File: src/rtl/uart_irq_pkg.sv
// constants for the serial interrupt and infrared shaping block
package uart_irq_pkg;
	localparam logic [15:0] ADDR_STATUS  = 16'h4100;
	localparam logic [15:0] ADDR_TXDATA  = 16'h4101;
	localparam logic [15:0] ADDR_RXDATA  = 16'h4102;
	localparam logic [15:0] ADDR_FORMAT  = 16'h4103;
	localparam logic [15:0] ADDR_CONTROL = 16'h4104;
	localparam logic [15:0] ADDR_EXPAND  = 16'h4105;
	localparam int ST_TXEMPTY  = 0;
	localparam int ST_RXREADY  = 1;
	localparam int ST_TXBUSY   = 2;
	localparam int ST_RXTWO    = 3;
	localparam int ST_OVRERR   = 4;
	localparam int ST_PARERR   = 5;
	localparam int ST_FRMERR   = 6;
	localparam int CTL_THR     = 1;
	localparam int CTL_TXE_IEN = 4;
	localparam int CTL_RXF_IEN = 5;
	localparam int CTL_RXE_IEN = 6;
	localparam int EXP_IR_MODE = 0;
	localparam int EXP_CLK_LO = 4;
	localparam logic [7:0] FORMAT_WMASK  = 8'h1F;
	localparam logic [7:0] CONTROL_WMASK = 8'h7F;
	localparam logic [7:0] EXPAND_WMASK  = 8'h71;
	localparam logic [7:0] FORMAT_RST    = 8'h00;
	localparam logic [7:0] CONTROL_RST   = 8'h00;
	localparam logic [7:0] EXPAND_RST    = 8'h00;
	localparam logic [7:0] TXDATA_RST    = 8'h00;
	localparam logic [3:0] IR_BIT_TICKS_M1 = 4'hF;
	localparam logic [3:0] IR_TX_LOW_TICKS = 4'h3;
	localparam logic [4:0] IR_RX_STRETCH   = 5'h10;
	localparam logic [1:0] IR_VALID_SAMPLES = 2'h3;
endpackage : uart_irq_pkg

File: src/rtl/uart_irq_irda_modem.sv
// serial port status, interrupt request and infrared pulse shaping
`timescale 1ns/100ps
module uart_irq_irda_modem (
	input  wire logic        core_clk_i,
	input  wire logic        srst_i,
	input  wire logic [15:0] addr_i,
	input  wire logic [7:0]  wdata_i,
	input  wire logic        wr_i,
	input  wire logic        rd_i,
	input  wire logic        tx_load_i,
	input  wire logic        tx_busy_i,
	input  wire logic        rx_load_i,
	input  wire logic [7:0]  rx_byte_i,
	input  wire logic        rx_parity_err_i,
	input  wire logic        rx_frame_err_i,
	input  wire logic        sclk_tick_i,
	input  wire logic        tx_shift_i,
	input  wire logic        rx_pin_i,
	output logic      [7:0]  rdata_o,
	output logic             irq_o,
	output logic      [7:0]  tx_data_o,
	output logic      [7:0]  format_o,
	output logic      [7:0]  control_o,
	output logic             serial_out_pin_o,
	output logic             rx_to_shift_o
);

	function automatic logic hit(input logic [15:0] a, input logic [15:0] o);
		return a == o;
	endfunction : hit

	// detection tick: prescaler low n bits all ones
	function automatic logic det_tick_f(input logic [6:0] p,
					    input logic [2:0] n);
		logic [6:0] m;
		m = 7'((8'h01 << n) - 8'h01);
		return &(p | ~m);
	endfunction : det_tick_f

	logic [7:0] ctl_r, ctl_nxt, fmt_r, fmt_nxt, exp_r, exp_nxt;
	logic [7:0] txd_r, txd_nxt, buf0_r, buf0_nxt, buf1_r, buf1_nxt;
	logic [1:0] cnt_r, cnt_nxt;
	logic       txe_flag_r, txe_flag_nxt, ovr_flag_r, ovr_flag_nxt;
	logic       par_flag_r, par_flag_nxt, frm_flag_r, frm_flag_nxt, irq_nxt;
	logic [7:0] rdata_nxt;
	logic       pop, push, ovr, rx_ready_rise, rx_two_rise, err_ev, clr_wr;

	always_comb begin
		ctl_nxt   = ctl_r;
		fmt_nxt   = fmt_r;
		exp_nxt   = exp_r;
		txd_nxt   = txd_r;
		buf0_nxt  = buf0_r;
		buf1_nxt  = buf1_r;
		cnt_nxt   = cnt_r;
		rdata_nxt = 8'h00;
		clr_wr    = wr_i && hit(addr_i, uart_irq_pkg::ADDR_STATUS);
		pop       = rd_i && hit(addr_i, uart_irq_pkg::ADDR_RXDATA)
			    && (cnt_r != 2'h0);
		ovr       = rx_load_i && (cnt_r == 2'h2) && !pop;
		push      = rx_load_i && !ovr;
		if (wr_i) begin
			if (hit(addr_i, uart_irq_pkg::ADDR_TXDATA))
				txd_nxt = wdata_i;
			if (hit(addr_i, uart_irq_pkg::ADDR_FORMAT))
				fmt_nxt = wdata_i & uart_irq_pkg::FORMAT_WMASK;
			if (hit(addr_i, uart_irq_pkg::ADDR_CONTROL))
				ctl_nxt = wdata_i & uart_irq_pkg::CONTROL_WMASK;
			if (hit(addr_i, uart_irq_pkg::ADDR_EXPAND))
				exp_nxt = wdata_i & uart_irq_pkg::EXPAND_WMASK;
		end
		// two-entry receive buffer, oldest in buf0
		if (pop && push) begin
			if (cnt_r == 2'h1) begin
				buf0_nxt = rx_byte_i;
			end else begin
				buf0_nxt = buf1_r;
				buf1_nxt = rx_byte_i;
			end
		end else if (pop) begin
			buf0_nxt = buf1_r;
			cnt_nxt  = cnt_r - 2'h1;
		end else if (push) begin
			if (cnt_r == 2'h0)
				buf0_nxt = rx_byte_i;
			else
				buf1_nxt = rx_byte_i;
			cnt_nxt = cnt_r + 2'h1;
		end
		rx_ready_rise = (cnt_r == 2'h0) && (cnt_nxt != 2'h0);
		rx_two_rise   = (cnt_r != 2'h2) && (cnt_nxt == 2'h2);
		// set wins over clear: write-one for error flags, any TXDATA write for the empty flag
		txe_flag_nxt = tx_load_i || (txe_flag_r && !(wr_i
			&& hit(addr_i, uart_irq_pkg::ADDR_TXDATA)));
		par_flag_nxt = (rx_load_i && rx_parity_err_i)
			|| (par_flag_r && !(clr_wr
			&& wdata_i[uart_irq_pkg::ST_PARERR]));
		frm_flag_nxt = (rx_load_i && rx_frame_err_i)
			|| (frm_flag_r && !(clr_wr
			&& wdata_i[uart_irq_pkg::ST_FRMERR]));
		ovr_flag_nxt = ovr || (ovr_flag_r && !(clr_wr
			&& wdata_i[uart_irq_pkg::ST_OVRERR]));
		err_ev = (rx_load_i && (rx_parity_err_i || rx_frame_err_i))
			 || ovr;
		// single request line, no mode term in it
		irq_nxt = (ctl_r[uart_irq_pkg::CTL_TXE_IEN] && tx_load_i)
			  || (ctl_r[uart_irq_pkg::CTL_RXF_IEN]
			  && (ctl_r[uart_irq_pkg::CTL_THR] ? rx_two_rise
			  : rx_ready_rise))
			  || (ctl_r[uart_irq_pkg::CTL_RXE_IEN]
			  && err_ev);
		if (rd_i) begin
			unique case (addr_i)
			uart_irq_pkg::ADDR_STATUS:
				rdata_nxt = {1'b0, frm_flag_r, par_flag_r,
					     ovr_flag_r, cnt_r == 2'h2, tx_busy_i,
					     cnt_r != 2'h0, txe_flag_r};
			uart_irq_pkg::ADDR_TXDATA:  rdata_nxt = txd_r;
			uart_irq_pkg::ADDR_RXDATA:
				rdata_nxt = (cnt_r != 2'h0) ? buf0_r : 8'h00;
			uart_irq_pkg::ADDR_FORMAT:  rdata_nxt = fmt_r;
			uart_irq_pkg::ADDR_CONTROL: rdata_nxt = ctl_r;
			uart_irq_pkg::ADDR_EXPAND:  rdata_nxt = exp_r;
			default:                    rdata_nxt = 8'h00;
			endcase
		end
	end

	always_ff @(posedge core_clk_i) begin
		if (srst_i) begin
			ctl_r   <= uart_irq_pkg::CONTROL_RST;
			fmt_r   <= uart_irq_pkg::FORMAT_RST;
			exp_r   <= uart_irq_pkg::EXPAND_RST;
			txd_r   <= uart_irq_pkg::TXDATA_RST;
			buf0_r  <= 8'h00;
			buf1_r  <= 8'h00;
			cnt_r   <= 2'h0;
			txe_flag_r <= 1'b1;
			ovr_flag_r <= 1'b0;
			par_flag_r <= 1'b0;
			frm_flag_r <= 1'b0;
			irq_o   <= 1'b0;
			rdata_o <= 8'h00;
		end else begin
			ctl_r   <= ctl_nxt;
			fmt_r   <= fmt_nxt;
			exp_r   <= exp_nxt;
			txd_r   <= txd_nxt;
			buf0_r  <= buf0_nxt;
			buf1_r  <= buf1_nxt;
			cnt_r   <= cnt_nxt;
			txe_flag_r <= txe_flag_nxt;
			ovr_flag_r <= ovr_flag_nxt;
			par_flag_r <= par_flag_nxt;
			frm_flag_r <= frm_flag_nxt;
			irq_o   <= irq_nxt;
			rdata_o <= rdata_nxt;
		end
	end

	assign tx_data_o = txd_r;
	assign format_o  = fmt_r;
	assign control_o = ctl_r;

	// infrared shaping
	logic       ir_on;
	logic [2:0] det_sel;
	logic [6:0] presc_r, presc_nxt;
	logic       txprev_r, txprev_nxt, serial_out_pin_nxt, rxs_nxt, det_tick;
	logic [3:0] txcnt_r, txcnt_nxt;
	logic [1:0] lowcnt_r, lowcnt_nxt;
	logic       armed_r, armed_nxt;
	logic [4:0] str_r, str_nxt;

	always_comb begin
		ir_on      = exp_r[uart_irq_pkg::EXP_IR_MODE];
		det_sel    = exp_r[uart_irq_pkg::EXP_CLK_LO +: 3];
		presc_nxt  = presc_r + 7'h01;
		det_tick   = det_tick_f(presc_r, det_sel);
		txprev_nxt = tx_shift_i;
		txcnt_nxt  = txcnt_r;
		// restart per low bit, one bit is sixteen ticks
		if (!tx_shift_i && txprev_r)
			txcnt_nxt = 4'h0;
		else if (sclk_tick_i && !tx_shift_i)
			txcnt_nxt = (txcnt_r == uart_irq_pkg::IR_BIT_TICKS_M1)
				    ? 4'h0 : txcnt_r + 4'h1;
		serial_out_pin_nxt = ir_on ? !(!tx_shift_i
			   && txcnt_nxt < uart_irq_pkg::IR_TX_LOW_TICKS)
			   : tx_shift_i;
		lowcnt_nxt = lowcnt_r;
		armed_nxt  = armed_r;
		str_nxt    = str_r;
		if (sclk_tick_i && str_r != 5'h00)
			str_nxt = str_r - 5'h01;
		if (det_tick) begin
			if (rx_pin_i) begin
				lowcnt_nxt = 2'h0;
				armed_nxt  = 1'b1;
			end else if (lowcnt_r
				     != uart_irq_pkg::IR_VALID_SAMPLES) begin
				lowcnt_nxt = lowcnt_r + 2'h1;
			end
		end
		// third low sample means longer than two cycles
		if (armed_r && lowcnt_nxt
		    == uart_irq_pkg::IR_VALID_SAMPLES) begin
			armed_nxt = 1'b0;
			str_nxt   = uart_irq_pkg::IR_RX_STRETCH;
		end
		rxs_nxt = ir_on ? (str_nxt == 5'h00) : rx_pin_i;
	end

	always_ff @(posedge core_clk_i) begin
		if (srst_i) begin
			presc_r          <= 7'h00;
			txprev_r         <= 1'b1;
			txcnt_r          <= uart_irq_pkg::IR_TX_LOW_TICKS;
			lowcnt_r         <= 2'h0;
			armed_r          <= 1'b0;
			str_r            <= 5'h00;
			serial_out_pin_o <= 1'b1;
			rx_to_shift_o    <= 1'b1;
		end else begin
			presc_r          <= presc_nxt;
			txprev_r         <= txprev_nxt;
			txcnt_r          <= txcnt_nxt;
			lowcnt_r         <= lowcnt_nxt;
			armed_r          <= armed_nxt;
			str_r            <= str_nxt;
			serial_out_pin_o <= serial_out_pin_nxt;
			rx_to_shift_o    <= rxs_nxt;
		end
	end
endmodule : uart_irq_irda_modem

File: config.mk
export PLATFORM = sky130hd
export DESIGN_NAME = uart_irq_irda_modem
export DESIGN_NICKNAME = d
export VERILOG_FILES = /design/src/rtl/uart_irq_pkg.sv /design/src/rtl/uart_irq_irda_modem.sv
export SDC_FILE = /design/constraint.sdc
export NUM_CORES = 1
export LEC_CHECK = 0
export BUFFER_PORTS_ARGS = -buffer_cell sky130_fd_sc_hd__clkbuf_2
export CORE_MARGIN = 2
export CORE_UTILIZATION = 30
export CTS_CLUSTER_DIAMETER = 60
export DETAILED_ROUTE_END_ITERATION = 16
export GPL_ROUTABILITY_DRIVEN = 0
export GPL_TIMING_DRIVEN = 0
export SLEW_MARGIN = 10
export SYNTH_ARGS = -nofsm -noshare
export SYNTH_HDL_FRONTEND = slang
export SYNTH_SLANG_ARGS = --single-unit
File: constraint.sdc
create_clock -name core_clk_i -period 3.1 [get_ports core_clk_i]
set_clock_uncertainty 0.2 [all_clocks]
set_input_delay 0.155 -clock core_clk_i [delete_from_list [all_inputs] [get_ports core_clk_i]]
set_output_delay 0.155 -clock core_clk_i [all_outputs]
set_load 0.005 [all_outputs]
# Word level (Yosys, flattened, before mapping)
# Cells that the tools add are included.
# classes
add_sub_neg	7
order_cmp	1
n_eq_ne	16
shifts	1
muxes	26
bitwise	3
n_reduce_logical	62
# ops
op	count
$eq 16x15->1 const B	6
$mux 8	11
$pmux 8 s6	1
$logic_and 1x1->1	28
$mux 2	6
$mux 4	3
$mux 5	2
$reduce_and 2->1	5
$logic_not 1->1	8
$logic_or 1x1->1	8
$ne 2x2->1 const B	4
$reduce_and 8->1	1
$add 7x1->7 const B	1
$not 7->7	1
$or 7x7->7	1
$reduce_and 7->1	1
$shl 1x3->7 const A	1
$sub 7x1->7 const B	1
$eq 2x2->1 const B	3
$reduce_bool 2->1	3
$reduce_bool 3->1	2
$logic_not 5->1	1
$reduce_bool 5->1	1
$sub 5x1->5 const B	1
other kinds (12)	16
# word_totals
register_bits	77
word_cells	137

# Logic depth before layout (Yosys ltp)
# depth
ltp_word	16
mapped_depth	10
depth_no_buf	9

# Least setup slack after synthesis
# No wires, ideal clock.
# synth_timing
path_kind	reg2reg
from	reg exp_r[5]
to	reg rx_to_shift_o
setup_time_ps	144
arrival_ps	2116
setup_slack_ps	640
path_stages_with_launch	11
path_buffers	1
cell_sequence	dfxtp_1 > buf_6 > nor3_2 > inv_1 > ha_1 > nand2_1 > a32o_1 > a211oi_2 > a2111oi_4 > mux2i_2 > o221ai_1
# synth_between
elab_chain_len	11
# synth_lines
item	line_no	rtl
start: declaration	uart_irq_irda_modem.sv:40	logic [7:0] ctl_r, ctl_nxt, fmt_r, fmt_nxt, exp_r, exp_nxt;
start signal: assignment	uart_irq_irda_modem.sv:133	exp_r <= uart_irq_pkg::EXPAND_RST;
start signal: assignment	uart_irq_irda_modem.sv:147	exp_r <= exp_nxt;
$shl 1x3->7	uart_irq_irda_modem.sv:36	m = 7'((8'h01 << n) - 8'h01);
$sub 7x1->7	uart_irq_irda_modem.sv:36	
$not 7->7	uart_irq_irda_modem.sv:37	return &(p | ~m);
$or 7x7->7	uart_irq_irda_modem.sv:37	
$reduce_and 7->1	uart_irq_irda_modem.sv:37	
$mux 2	uart_irq_irda_modem.sv:196	if (det_tick) begin
$eq 2x2->1	uart_irq_irda_modem.sv:207	== uart_irq_pkg::IR_VALID_SAMPLES) begin
$logic_and 1x1->1	uart_irq_irda_modem.sv:206	if (armed_r && lowcnt_nxt
$mux 5	uart_irq_irda_modem.sv:206	
$logic_not 5->1	uart_irq_irda_modem.sv:211	rxs_nxt = ir_on ? (str_nxt == 5'h00) : rx_pin_i;
$mux 1	uart_irq_irda_modem.sv:211	
end signal: assignment	uart_irq_irda_modem.sv:232	rx_to_shift_o <= rxs_nxt;
end: declaration	uart_irq_irda_modem.sv:25	output logic rx_to_shift_o
# Every way passes these cells.
# A chain may end at the register's enable or synchronous reset.

# Worst setup path in the final report
# Same ends and word-level chain as after synthesis.

==> results_dict.tcl <==
set metrics [dict create \
    outcome "finished clean" \
    dr_total_vias 3380 \
    drc 0 \
    worst_ep_arrival_time_ns 2.77 \
    critPathSlowestCell "mux2i_2" \
    port_buffers 74 \
    path_class "reg -> reg" \
    p_switching_mw 0.689 \
    rr_worst_depth 10 \
    clkPwrFrac_pct 40.0 \
    clkTransAtPathRegs_ns 0.07 \
    row_count 41 \
    ys.flop_type "dfxtp_1" \
    start_kind "flop" \
    hold_violations 0 \
    cp_data_required_time_ns 3.10 \
    syn_area_per_cell_um2 9.37 \
    seq_power_share_pct 44.4 \
    hp-start "tx_busy_i" \
    worst_slew_pin_slew_ns 0.832 \
    leakage_nw 2.07 \
    gr-usage-all-layers_pct 15.6 \
    endpoint "rx_to_shift_o$_SDFF_PP1_" \
    yosysWarnings 0 \
    final_cells 697 \
    holdPathStages 4 \
    worstPathMaxFanout 9 \
    clock_latency_ns 0.34 \
    synth_edf_count 0 \
    syn_area_mm2 0.00382 \
    syn_inst 408 \
    cts_sinks 77 \
    r2r_end "rx_to_shift_o$_SDFF_PP1_" \
    netlist-cell-type-count 64 \
    end_kind "flop" \
    synthMuxAreaShare_pct 14.3 \
    die_y_um 117 \
    p_int_mw 1.77 \
    grt_max_degree 15 \
    synth_top_family_by_area "simple AND/OR/NAND/NOR gates" \
    p_per_area_mw_per_mm2 498 \
    maxCapViolCount 0 \
    cts.htree.levels 3 \
    swShare_pct 28.0 \
    yosysTopAreaCell "dfxtp_1" \
    ys_seq_area_share_pct 40.3 \
    start_util_pct 30.5 \
    wl_per_cell_um 14.7 \
    dieWidth_um 117 \
    cts_setup_buffers 0 \
    dpl.cell_count 657 \
    slew_headroom_pct 44.1 \
    drtAntennaViolNets 0 \
    period_minus_slack_ns 2.77 \
    setup_viol 0 \
    cts_root_buf "clkbuf_16" \
    crit_chain "buf_6 > nor3_2 > inv_1 > ha_1 > nand2_1 > a32o_1 > a211oi_2 > a2111oi_4 > mux2i_2 > o221ai_1" \
    drive_above_1_share_pct 24.6 \
    final_nets 571 \
    slew_viol_final 0 \
    routed_via_density 4.85 \
    diodes 0 \
    cts_made_buffers 9 \
    comb_power_share_pct 15.7 \
    r2r_start "exp_r[5]$_SDFFE_PP0P_" \
    rrSetupSlack_ns 0.33 \
    hold_path_class "in -> reg" \
    rsz0062_at_grt "no" \
    ys_ff_latch 77 \
    nFillCells 1298 \
    ir_drop_mv 0.238 \
    dr.pass1.iters 5 \
    yosys.area_share.simple_pct 20.0 \
    fmax_mhz 361 \
    post-route-period-util_pct 89.5 \
    synth-xor-area-share_pct 2.98 \
    drt_iter0_markers 221 \
    tns_ns 0 \
    multi_input_area_mm2 0.00208 \
    dp_hpwl_mm 7.78 \
    coreArea_mm2 0.0125 \
    cts_tree "yes" \
    regArea_mm2 0.00154 \
    antenna_found_initial 0 \
    synth_fa_ha_area_share_pct 2.29 \
    clock_path_buffers 2 \
    drt_wl_total_mm 10.2 \
    crit_path_start "exp_r[5]$_SDFFE_PP0P_" \
    pin_count 79 \
    synth.area.top_cells "dfxtp_1 (40%), mux2i_1 (11%), nor2_1 (6.8%), mux2_2 (2.7%), ha_1 (2.3%)" \
    gr-total-overflow 0 \
    grt_first_pass_wirelength_mm 16.4 \
    synth_compound_gate_area_share_pct 14.4 \
    syn2layout_area_growth_pct 29.2 \
    ys_async_sr_fraction_pct 0 \
    grt_pass1_vias 3319 \
    dieArea_mm2 0.0137 \
    slowest_delay_ns 0.50 \
    synth.top_cell.area_share_pct 40.3 \
]
==> stage by stage <==
| stage | util, % | power [mW] | hold WS, ns | setup WS [ns] | cell area, um2 |
|---|---|---|---|---|---|
| after floorplan | - | 1.36 | 0.0516 | 0.640 | 3830 |
| after global placement | 35.3 | 1.45 | 0.190 | 0.374 | 4420 |
| after detailed placement | 35.3 | 1.47 | 0.194 | 0.321 | 4420 |
| after CTS | 39.5 | 2.47 | 0.0727 | 0.322 | 4940 |
| after global routing | 39.5 | 2.57 | 0.0817 | 0.183 | 4940 |
| final | 39.5 | 2.46 | 0.0596 | 0.327 | 4940 |
==> cell families (layout without fill, tap and decap cells) <==
logic type                 Yosys count  after routing
and+or+nand+nor                    144            144
DFF                                 77             77
AOI/OAI and AO/OA                   71             71
muxes                               53             53
buffers and inverters               42            156
xor gates and xnor gates            13             13
adders and majority gates            7              7
other                                1              4
==> layer usage <==
metal / track usage, % / up-vias / wire (um)
met3: 4.84 / 18 / 651
li1: - / 1682 / -
met5: 0 / - / 0
met2: 25.7 / 112 / 4810
met1: 19.5 / 1568 / 4550
met4: 5.18 / 0 / 207
==> cells in the mapped netlist, types with 2 or more instances <==
library cell / count
buf_4: 8
xnor2_1: 10
nand4_1: 4
a21o_1: 3
nor4_4: 2
a211oi_1: 9
nor3_1: 8
mux2_2: 9
nand3_1: 8
nor2_1: 69
a21oi_1: 11
a211oi_2: 2
nor2_2: 3
nand2b_1: 7
o21bai_1: 2
o21ai_0: 6
and3_1: 3
a222oi_1: 4
ha_1: 7
a31oi_1: 3
dfxtp_1: 77
xor2_1: 3
o31ai_1: 2
nor2b_1: 5
buf_6: 3
nand2_1: 15
buf_2: 3
inv_1: 17
clkbuf_1: 10
a22o_1: 4
a32oi_1: 3
o211ai_1: 2
a22oi_1: 6
and4_1: 3
nor4_1: 3
mux2i_1: 43
a32o_1: 2
o21a_1: 3
==> sequential cells by signal (all words and copies together) (netlist names), 2 cells and up <==
| name | flops |
|---|---|
| buf0_r | 8 |
| buf1_r | 8 |
| cnt_r | 2 |
| control_o | 7 |
| exp_r | 4 |
| format_o | 5 |
| lowcnt_r | 2 |
| presc_r | 7 |
| rdata_o | 8 |
| str_r | 5 |
| tx_data_o | 8 |
| txcnt_r | 4 |
==> cells in the final DEF, fill, tap and decap left out, types with 5 or more instances in the layout <==
cell type	n
mux2i_1	43
o21ai_0	6
xnor2_1	10
dlygate4sd3_1	24
a22oi_1	6
mux2_2	9
nand2b_1	7
a21oi_1	11
nor2b_1	5
clkbuf_1	11
nand3_1	8
ha_1	7
buf_4	8
clkbuf_2	75
clkbuf_16	9
nand2_1	15
nor2_1	69
nor3_1	8
inv_1	17
a211oi_1	9
dfxtp_1	77
==> power by group through the flow <==
stage / Sequential (mW) / Combinational (mW) / Clock, mW
after global routing: 1.10 / 0.429 / 1.04
after floorplan: 1.10 / 0.258 / 0
after CTS: 1.09 / 0.384 / 1.00
after global placement: 1.11 / 0.343 / 0
after detailed placement: 1.11 / 0.356 / 0
final: 1.09 / 0.385 / 0.983
==> cell type report <==
cell class	count	share of cell area (%)
timing repair buffer	98	12.4
clock inverter	6	0.988
tap	172	4.36
buffer	25	3.07
clock buffer	10	4.64
sequential	77	31.2
multi-input combinational	292	42.1
inverter	17	1.29
==> how the worst min path moves through the flow <==
stage / slack, ns / endpoint
6_report: 0.06 / rdata_o[2]$_SDFF_PP0_
5_1_grt: 0.08 / rdata_o[2]$_SDFF_PP0_
3_5_place_dp: 0.19 / lowcnt_r[1]$_SDFF_PP0_
2_1_floorplan: 0.05 / lowcnt_r[1]$_SDFF_PP0_
4_1_cts: 0.07 / txcnt_r[1]$_SDFF_PP1_
3_3_place_gp: 0.19 / lowcnt_r[1]$_SDFF_PP0_
==> worst max-delay path, delay by kind of cell, from the launching register on <==
family	cells	cell delay (ns)
compound gates	4	0.91
fa+ha+maj	1	0.25
buf+inv	2	0.19
flops	1	0.30
mux	1	0.50
simple gates	2	0.28
==> repair_timing <==
| item | 4_1_cts | 5_1_grt |
|---|---|---|
| hold buffers | 24 | 0 |
| gates resized for setup | 0 | 0 |
| endpoints found under the hold margin | 51 | 0 |
Note: power is estimated with default switching activity, not from simulation.
